--- config.mk ---
export PLATFORM = sky130hd
export DESIGN_NAME = amc_motion_ctrl
export DESIGN_NICKNAME = d
export VERILOG_FILES = /design/src/amc_pkg.sv /design/src/amc_jog_if.sv /design/src/amc_jog_timer.sv /design/src/amc_motion_ctrl.sv
export VERILOG_INCLUDE_DIRS = /design/src
export SDC_FILE = /design/constraint.sdc
export NUM_CORES = 1
export LEC_CHECK = 0
export ABC_AREA = 1
export CAP_MARGIN = 0
export CORE_MARGIN = 1.5
export CORE_UTILIZATION = 44
export DETAILED_ROUTE_END_ITERATION = 7
export DONT_BUFFER_PORTS = 1
export HOLD_SLACK_MARGIN = 0.12
export PLACE_DENSITY_LB_ADDON = 0.15
export SYNTH_ARGS = -nofsm -noshare
export SYNTH_HDL_FRONTEND = slang
export SYNTH_SLANG_ARGS = --single-unit
--- constraint.sdc ---
create_clock -name core_clk -period 9.32 [get_ports core_clk]
set_clock_uncertainty 0.1 [all_clocks]
set_input_delay 0.466 -clock core_clk [delete_from_list [all_inputs] [get_ports core_clk]]
set_output_delay 0.466 -clock core_clk [all_outputs]
set_load 0.005 [all_outputs]
--- src/amc_map.svh ---
// offsets, field positions, reset values and timing counts of the motion control word block
`ifndef AMC_MAP_SVH
`define AMC_MAP_SVH
`define AMC_OFS_LOOP_LEN   8'h1f
`define AMC_OFS_SPD_CCW    8'h20
`define AMC_OFS_SPD_CW     8'h21
`define AMC_OFS_STEP       8'h22
`define AMC_OFS_HOLD       8'h23
`define AMC_OFS_CMD        8'h24
`define AMC_RST_LOOP_LEN   32'h0000_00fa
`define AMC_RST_SPD        16'h0000
`define AMC_RST_STEP       16'h0001
`define AMC_RST_HOLD       16'h00c8
`define AMC_RST_CMD        16'h0000
`define AMC_CMD_MAN_FWD    0
`define AMC_CMD_MAN_REV    1
`define AMC_CMD_XFER       2
`define AMC_CMD_JOG_CONT   3
`define AMC_CMD_RELEASE    4
`define AMC_CMD_KEY_EN     5
`define AMC_CMD_NO_LOOP    6
`define AMC_CMD_REF_LOOP   7
`define AMC_CMD_JOG_FWD    8
`define AMC_CMD_JOG_REV    9
`define AMC_CMD_READJ      10
`define AMC_CMD_BRK_FREE   11
`define AMC_CMD_DRAG_COR   12
`define AMC_CMD_USED_MASK  16'h1fff
`define AMC_HOLD_UNIT_NS   5000000
`define AMC_CLK_PERIOD_NS  10
`define AMC_HOLD_UNIT_CYC  (`AMC_HOLD_UNIT_NS / `AMC_CLK_PERIOD_NS)
`endif

--- src/amc_pkg.sv ---
// types of the motion control word block
package amc_pkg;
  typedef enum logic [1:0] {
    AMC_DIR_NONE,
    AMC_DIR_FWD,
    AMC_DIR_REV
  } amc_dir_t;
  typedef enum logic [2:0] {
    AMC_RUN_IDLE,
    AMC_RUN_STEP,
    AMC_RUN_HOLD,
    AMC_RUN_CONT
  } amc_jog_t;
endpackage

--- src/amc_jog_if.sv ---
// request and answer signals between the top and the jog timer
`timescale 1ns/100ps
interface amc_jog_if;
  logic        req;
  logic [15:0] hold_units;
  logic        cont_allowed;
  logic        step_pulse;
  logic        cont_run;
  modport timer (input req, input hold_units, input cont_allowed, output step_pulse, output cont_run);
  modport user  (output req, output hold_units, output cont_allowed, input step_pulse, input cont_run);
endinterface

--- src/amc_jog_timer.sv ---
// hold-time qualifier that splits a jog request into a single step or a continuous run
`timescale 1ns/100ps
`include "amc_map.svh"
module amc_jog_timer
  import amc_pkg::*;
#(
  parameter int UNIT_CYC = `AMC_HOLD_UNIT_CYC
) (
  input  wire logic core_clk,
  input  wire logic rst,
  amc_jog_if.timer  jog
);
  // refused at elaboration, a zero prescaler never advances
  if (UNIT_CYC < 1) begin : g_unit_chk
    $error("unit count must be at least one");
  end

  amc_jog_t    st_reg, st_next;
  logic [31:0] pre_reg, pre_next;
  logic [15:0] units_reg, units_next;
  logic        step_reg, step_next;

  always_comb begin
    st_next    = st_reg;
    pre_next   = pre_reg;
    units_next = units_reg;
    step_next  = 1'b0;
    unique case (st_reg)
      AMC_RUN_IDLE: begin
        pre_next   = 32'h0;
        units_next = 16'h0;
        if (jog.req) begin
          st_next = AMC_RUN_HOLD;
        end
      end
      AMC_RUN_HOLD: begin
        if (!jog.req) begin
          st_next = AMC_RUN_STEP;
        end else if (units_reg >= jog.hold_units && jog.cont_allowed) begin
          st_next = AMC_RUN_CONT;
        end else if (pre_reg == 32'(UNIT_CYC - 1)) begin
          pre_next = 32'h0;
          if (units_reg != 16'hffff) begin
            units_next = units_reg + 16'h1;
          end
        end else begin
          pre_next = pre_reg + 32'h1;
        end
      end
      AMC_RUN_STEP: begin
        step_next = 1'b1;
        st_next   = AMC_RUN_IDLE;
      end
      AMC_RUN_CONT: begin
        if (!jog.req || !jog.cont_allowed) begin
          st_next = AMC_RUN_IDLE;
        end
      end
      // unused state codes fall back to idle
      default: begin
        st_next = AMC_RUN_IDLE;
      end
    endcase
  end

  always_ff @(posedge core_clk or posedge rst) begin
    if (rst) begin
      st_reg    <= AMC_RUN_IDLE;
      pre_reg   <= 32'h0;
      units_reg <= 16'h0;
      step_reg  <= 1'b0;
    end else begin
      st_reg    <= st_next;
      pre_reg   <= pre_next;
      units_reg <= units_next;
      step_reg  <= step_next;
    end
  end

  assign jog.step_pulse = step_reg;
  assign jog.cont_run   = (st_reg == AMC_RUN_CONT);
endmodule

--- src/amc_motion_ctrl.sv ---
// motion command word and parameter registers with run gating
`timescale 1ns/100ps
`include "amc_map.svh"
module amc_motion_ctrl
  import amc_pkg::*;
#(
  parameter int UNIT_CYC = `AMC_HOLD_UNIT_CYC
) (
  input  wire logic        core_clk,
  input  wire logic        rst,
  input  wire logic        attr_wr,
  input  wire logic        attr_rd,
  input  wire logic [7:0]  attr_num,
  input  wire logic [31:0] attr_wdata,
  output logic      [31:0] attr_rdata,
  output logic             attr_ack,
  output logic             attr_err,
  input  wire logic        poll_target_valid,
  input  wire logic [15:0] poll_cmd,
  input  wire logic        bus_connected,
  input  wire logic        key_fwd_pin,
  input  wire logic        key_rev_pin,
  output logic             move_fwd,
  output logic             move_rev,
  output logic             step_fwd,
  output logic             step_rev,
  output logic [15:0]      step_count,
  output logic             pos_start,
  output logic [31:0]      approach_loop,
  output logic             ref_loop_start,
  output logic             readjust_en,
  output logic             brake_free_start,
  output logic             drag_correct_en
);
  // refused at elaboration, a zero prescaler never advances
  if (UNIT_CYC < 1) begin : g_unit_chk
    $error("unit count must be at least one");
  end

  ////////////////////////////////////////////////////////////////////////////
  // register file
  logic [31:0] loop_reg, loop_next;
  logic [15:0] ccw_reg, ccw_next, cw_reg, cw_next;
  logic [15:0] step_reg, step_next;
  logic [15:0] hold_reg, hold_next;
  logic [15:0] cmd_reg, cmd_next;
  logic [31:0] rdata_reg, rdata_next;
  logic        ack_reg, ack_next, err_reg, err_next;

  always_comb begin
    loop_next  = loop_reg;
    ccw_next   = ccw_reg;
    cw_next    = cw_reg;
    step_next  = step_reg;
    hold_next  = hold_reg;
    cmd_next   = cmd_reg;
    rdata_next = rdata_reg;
    ack_next   = attr_wr | attr_rd;
    err_next   = 1'b0;
    if (attr_wr) begin
      unique case (attr_num)
        `AMC_OFS_LOOP_LEN: loop_next = attr_wdata;
        `AMC_OFS_SPD_CCW:  ccw_next  = attr_wdata[15:0];
        `AMC_OFS_SPD_CW:   cw_next   = attr_wdata[15:0];
        `AMC_OFS_STEP:     step_next = attr_wdata[15:0];
        `AMC_OFS_HOLD:     hold_next = attr_wdata[15:0];
        `AMC_OFS_CMD:      cmd_next  = attr_wdata[15:0] & `AMC_CMD_USED_MASK;
        default:           err_next  = 1'b1;
      endcase
    end else if (poll_target_valid) begin
      // poll data carries the command word too
      cmd_next = poll_cmd & `AMC_CMD_USED_MASK;
    end
    if (attr_rd) begin
      unique case (attr_num)
        `AMC_OFS_LOOP_LEN: rdata_next = loop_reg;
        `AMC_OFS_SPD_CCW:  rdata_next = {16'h0, ccw_reg};
        `AMC_OFS_SPD_CW:   rdata_next = {16'h0, cw_reg};
        `AMC_OFS_STEP:     rdata_next = {16'h0, step_reg};
        `AMC_OFS_HOLD:     rdata_next = {16'h0, hold_reg};
        `AMC_OFS_CMD:      rdata_next = {16'h0, cmd_reg};
        default: begin
          rdata_next = 32'h0;
          err_next   = 1'b1;
        end
      endcase
    end
  end

  always_ff @(posedge core_clk or posedge rst) begin
    if (rst) begin
      loop_reg  <= `AMC_RST_LOOP_LEN;
      ccw_reg   <= `AMC_RST_SPD;
      cw_reg    <= `AMC_RST_SPD;
      step_reg  <= `AMC_RST_STEP;
      hold_reg  <= `AMC_RST_HOLD;
      cmd_reg   <= `AMC_RST_CMD;
      rdata_reg <= 32'h0;
      ack_reg   <= 1'b0;
      err_reg   <= 1'b0;
    end else begin
      loop_reg  <= loop_next;
      ccw_reg   <= ccw_next;
      cw_reg    <= cw_next;
      step_reg  <= step_next;
      hold_reg  <= hold_next;
      cmd_reg   <= cmd_next;
      rdata_reg <= rdata_next;
      ack_reg   <= ack_next;
      err_reg   <= err_next;
    end
  end

  ////////////////////////////////////////////////////////////////////////////
  // key synchronisers; first stage feeds only the second
  logic [1:0] kf_sync_reg, kr_sync_reg;
  always_ff @(posedge core_clk or posedge rst) begin
    if (rst) begin
      kf_sync_reg <= 2'h0;
      kr_sync_reg <= 2'h0;
    end else begin
      kf_sync_reg <= {kf_sync_reg[0], key_fwd_pin};
      kr_sync_reg <= {kr_sync_reg[0], key_rev_pin};
    end
  end

  ////////////////////////////////////////////////////////////////////////////
  // jog requests
  logic keys_on, jog_fwd_req, jog_rev_req;
  always_comb begin
    keys_on = !bus_connected || cmd_reg[`AMC_CMD_KEY_EN];
    jog_fwd_req = (keys_on && kf_sync_reg[1]) || cmd_reg[`AMC_CMD_JOG_FWD];
    jog_rev_req = (keys_on && kr_sync_reg[1]) || cmd_reg[`AMC_CMD_JOG_REV];
  end

  amc_jog_if jf_if ();
  amc_jog_if jr_if ();
  assign jf_if.req          = jog_fwd_req && !jog_rev_req;
  assign jf_if.hold_units   = hold_reg;
  assign jf_if.cont_allowed = cmd_reg[`AMC_CMD_JOG_CONT];
  assign jr_if.req          = jog_rev_req && !jog_fwd_req;
  assign jr_if.hold_units   = hold_reg;
  assign jr_if.cont_allowed = cmd_reg[`AMC_CMD_JOG_CONT];

  amc_jog_timer #(.UNIT_CYC(UNIT_CYC)) u_jog_fwd (
    .core_clk (core_clk),
    .rst      (rst),
    .jog      (jf_if.timer)
  );
  amc_jog_timer #(.UNIT_CYC(UNIT_CYC)) u_jog_rev (
    .core_clk (core_clk),
    .rst      (rst),
    .jog      (jr_if.timer)
  );

  ////////////////////////////////////////////////////////////////////////////
  // run gating outputs
  logic        rel;
  logic        mf_reg, mf_next, mr_reg, mr_next;
  logic        sf_reg, sf_next, sr_reg, sr_next;
  logic        ps_reg, ps_next, rl_reg, rl_next, bf_reg, bf_next;
  logic        ra_reg, ra_next, dc_reg, dc_next;
  logic [31:0] al_reg, al_next;
  logic        ref_prev_reg, ref_prev_next, bf_prev_reg, bf_prev_next;

  always_comb begin
    rel = cmd_reg[`AMC_CMD_RELEASE];
    mf_next = (rel && cmd_reg[`AMC_CMD_MAN_FWD] && !cmd_reg[`AMC_CMD_MAN_REV]) || jf_if.cont_run;
    mr_next = (rel && cmd_reg[`AMC_CMD_MAN_REV] && !cmd_reg[`AMC_CMD_MAN_FWD]) || jr_if.cont_run;
    sf_next = jf_if.step_pulse;
    sr_next = jr_if.step_pulse;
    ps_next = poll_target_valid && poll_cmd[`AMC_CMD_XFER] && poll_cmd[`AMC_CMD_RELEASE];
    al_next = cmd_reg[`AMC_CMD_NO_LOOP] ? 32'h0 : loop_reg;
    ref_prev_next = rel && cmd_reg[`AMC_CMD_REF_LOOP];
    rl_next       = ref_prev_next && !ref_prev_reg;
    bf_prev_next = rel && cmd_reg[`AMC_CMD_BRK_FREE];
    bf_next      = bf_prev_next && !bf_prev_reg;
    ra_next = cmd_reg[`AMC_CMD_READJ];
    dc_next = cmd_reg[`AMC_CMD_DRAG_COR];
  end

  always_ff @(posedge core_clk or posedge rst) begin
    if (rst) begin
      mf_reg       <= 1'b0;
      mr_reg       <= 1'b0;
      sf_reg       <= 1'b0;
      sr_reg       <= 1'b0;
      ps_reg       <= 1'b0;
      al_reg       <= `AMC_RST_LOOP_LEN;
      rl_reg       <= 1'b0;
      bf_reg       <= 1'b0;
      ra_reg       <= 1'b0;
      dc_reg       <= 1'b0;
      ref_prev_reg <= 1'b0;
      bf_prev_reg  <= 1'b0;
    end else begin
      mf_reg       <= mf_next;
      mr_reg       <= mr_next;
      sf_reg       <= sf_next;
      sr_reg       <= sr_next;
      ps_reg       <= ps_next;
      al_reg       <= al_next;
      rl_reg       <= rl_next;
      bf_reg       <= bf_next;
      ra_reg       <= ra_next;
      dc_reg       <= dc_next;
      ref_prev_reg <= ref_prev_next;
      bf_prev_reg  <= bf_prev_next;
    end
  end

  assign attr_rdata       = rdata_reg;
  assign attr_ack         = ack_reg;
  assign attr_err         = err_reg;
  assign move_fwd         = mf_reg;
  assign move_rev         = mr_reg;
  assign step_fwd         = sf_reg;
  assign step_rev         = sr_reg;
  assign step_count       = step_reg;
  assign pos_start        = ps_reg;
  assign approach_loop    = al_reg;
  assign ref_loop_start   = rl_reg;
  assign readjust_en      = ra_reg;
  assign brake_free_start = bf_reg;
  assign drag_correct_en  = dc_reg;
endmodule

==> results.md <==
* Post-synth EDFFs at 0
* GPL Wtd Cong at about 0.90
* Worst vdd ir at about 0.13 mV
* Netlist cell types at 45
* Worst reg2reg path startpoint: hold_reg[7]
* Via Count at about 13000
* Register area share after synthesis at approximately 48%
* Num rows at 67
* Slew Limit Headroom at a little under a quarter
* Post-Syn Nets at 2013
* R2R Setup Slk at around 6000 ps
* HP Class: primary input to register
* Global route overflow at 0
* Core footprint at about 34000 um2
* Synth async-reset ratio at 100%
* Synth Area per Inst at slightly below 8 um2
* Hold Worst Slack at ~140 ps
* First-pass GRT wire length at between 60 and 70 mm
* Share of cells above drive strength 1 at 5.56%
* Post-CTS Setup Bufs at 0
* Critical path type: register to register
* Fill count at between 3000 and 4000
* Largest net degree at the start of global routing at between 150 and 200
* WL/cell at approximately 17 um
* Fin nets at between 2000 and 2500
* Clock slew at reported path FFs at roughly 60 ps
* Yosys top cell area share at a little under half
* Post-synth top cells: nand2_1, dfrtp_1, nor2_1, inv_1, o21ai_0
* Leakage at 7.68 nW
* Critical Path Source: hold_reg[7]
* Vias in the first global route at between 10000 and 15000
* Initial Util at 44.9%
* CP Data Required Time at 9660 ps
* I/O Buffers at 0
* Largest area contributor in the synthesized netlist: dfrtp_1
* Iter 0 DRT Violations at 934
* Cell count after synthesis at about 1900
* RSZ-0062 raised after global routing: no
* Arrival time at the worst endpoint at ~3600 ps
* Most frequent cell after synthesis: nand2_1
* Final Cycle Share at a little over a third
* DRT Pass-1 Iters at 6
* CTS tree: yes
* R2R depth at 15
* H-Tree Level Count at 2
* Diode count at 0
* Ys Warns at 0
* Clock sink total at ~290
* Post-route ant nets at 0
* Drt total wl at between 40 and 50 mm
* Critical Path End: u_jog_fwd.pre_reg[4]
* Clock period minus worst slack at 3290 ps
* Hpwl dp at between 20 and 30 mm
* Setup violations, final at 0
* Worst Path Max Fanout at 54
* Max Root-Sink Buffers at 3
* Total GRT Usage at a little under a quarter
* Crit. End Element: register
* Synth top area cells: dfrtp_1, nand2_1, o21ai_0, nor2_1, inv_1
* Status: complete, no violations
* Clock root buffer: clkbuf_16
* Power Density at 184 nW/um2
* Setup TNS at 0 ps
* Drt drc at 0
* Die Y-Extent at approximately 190 um
* CP Launch Type: register
* Resized cells post-CTS at 0
* Die W at about 190 um
* Initial antenna violation count at 0
* Hold Vio Cnt, Final at 0
* Hold-fix buffers, CTS at 56
* Max Slew Vio Count at 0
* Worst-Skew Late Latency at around 550 ps
* Fmax at about 0.30 GHz
* RR Endpoint: u_jog_fwd.pre_reg[4]
* Die area at 35500 um2
* IO Pins at approximately 160
* Slew @ Worst Pin at roughly 1200 ps
* CTS buffer count at 36
* Post-Syn Area at roughly 15000 um2
* Top_reg_cell synth: dfrtp_1
* Max Cap Violations at 0
* Via/cell ratio at roughly 5.3
* Yosys reg bits at 292
* Layout area overhead at 13.6%
==> metal layers <==
metal / global-route usage (%) / wire (um) / up-vias
li1: - / - / 6269
met1: 33.3 / 19500 / 6022
met2: 36.9 / 18500 / 325
met3: 4.30 / 1960 / 65
met4: 6.04 / 813 / 0
met5: 0 / 0 / -
==> through the flow <==
stage                     area (um2)  setup WS (ps)  util (%)  std cells  power, mW
after floorplan                15100            718         -       1913       1.64
after global placement         15400           6070      45.8       2291       1.71
after detailed placement       15400           6020      45.8       2291       1.72
after CTS                      17200           5990      51.1       2409       3.20
after global routing           17200           5650      51.1       2409       3.30
final                          17200           6030      51.1       2409       3.16
==> cell families after synthesis <==
logic type / count (synthesis) / share of synthesized area (%)
buf+inv: 274 / 7.13
simple gates: 958 / 27.5
compound gates: 296 / 10.7
flops: 292 / 48.4
fa+ha+maj: 36 / 2.97
xor+xnor: 57 / 3.30
==> cells in the final DEF, fill, tap and decap left out, types with 53 or more instances in the layout <==
| master | n |
|---|---|
| a21oi_1 | 60 |
| dfrtp_1 | 276 |
| dlygate4sd3_1 | 56 |
| inv_1 | 191 |
| nand2_1 | 526 |
| nand3_1 | 55 |
| nand4_1 | 61 |
| nor2_1 | 207 |
| nor3_1 | 71 |
| o21ai_0 | 176 |
| xor2_1 | 53 |
==> power by group <==
part           total [mW]  switching (mW)  internal, mW
sequential           1.38          0.0493          1.33
clock                1.44           0.559         0.880
combinational       0.337           0.250        0.0869
==> final cells by class <==
class	instances	area, um2	area share [%]
Clock buffer	50	1020	5.95
Clock inverter	12	188	1.09
Inverter	198	751	4.36
Multi-Input combinational cell	1347	6740	39.2
Sequential cell	292	7330	42.6
Tap cell	448	561	3.26
Timing Repair Buffer	62	618	3.59
==> critical path, stage by stage, from the launching register on <==
cell and delay, ps:
dfstp_2 540, inv_1 70, ha_1 310, nand2_1 70, inv_1 40, nand2_1 70, nor2_1 50, nor2_1 80
nand2_1 80, nand2_1 60, nand2_1 80, nand2_1 120, nand2_1 80, nand2_2 700, inv_2 420, o21ai_0 290
==> worst min-delay path by stage <==
| stage | start | to | slack, ps | cells after the start |
|---|---|---|---|---|
| global placement | kf_sync_reg[0] | kf_sync_reg[1] | 230 | 0 |
| global route | attr_wdata[1] | ccw_reg[1] | 130 | 2 |
| floorplan | kf_sync_reg[0] | kf_sync_reg[1] | 230 | 0 |
| CTS | attr_wdata[1] | ccw_reg[1] | 120 | 2 |
| finish | attr_wdata[1] | ccw_reg[1] | 140 | 2 |
| detailed placement | kf_sync_reg[0] | kf_sync_reg[1] | 240 | 0 |
Note: power is estimated with default switching activity, not from simulation.
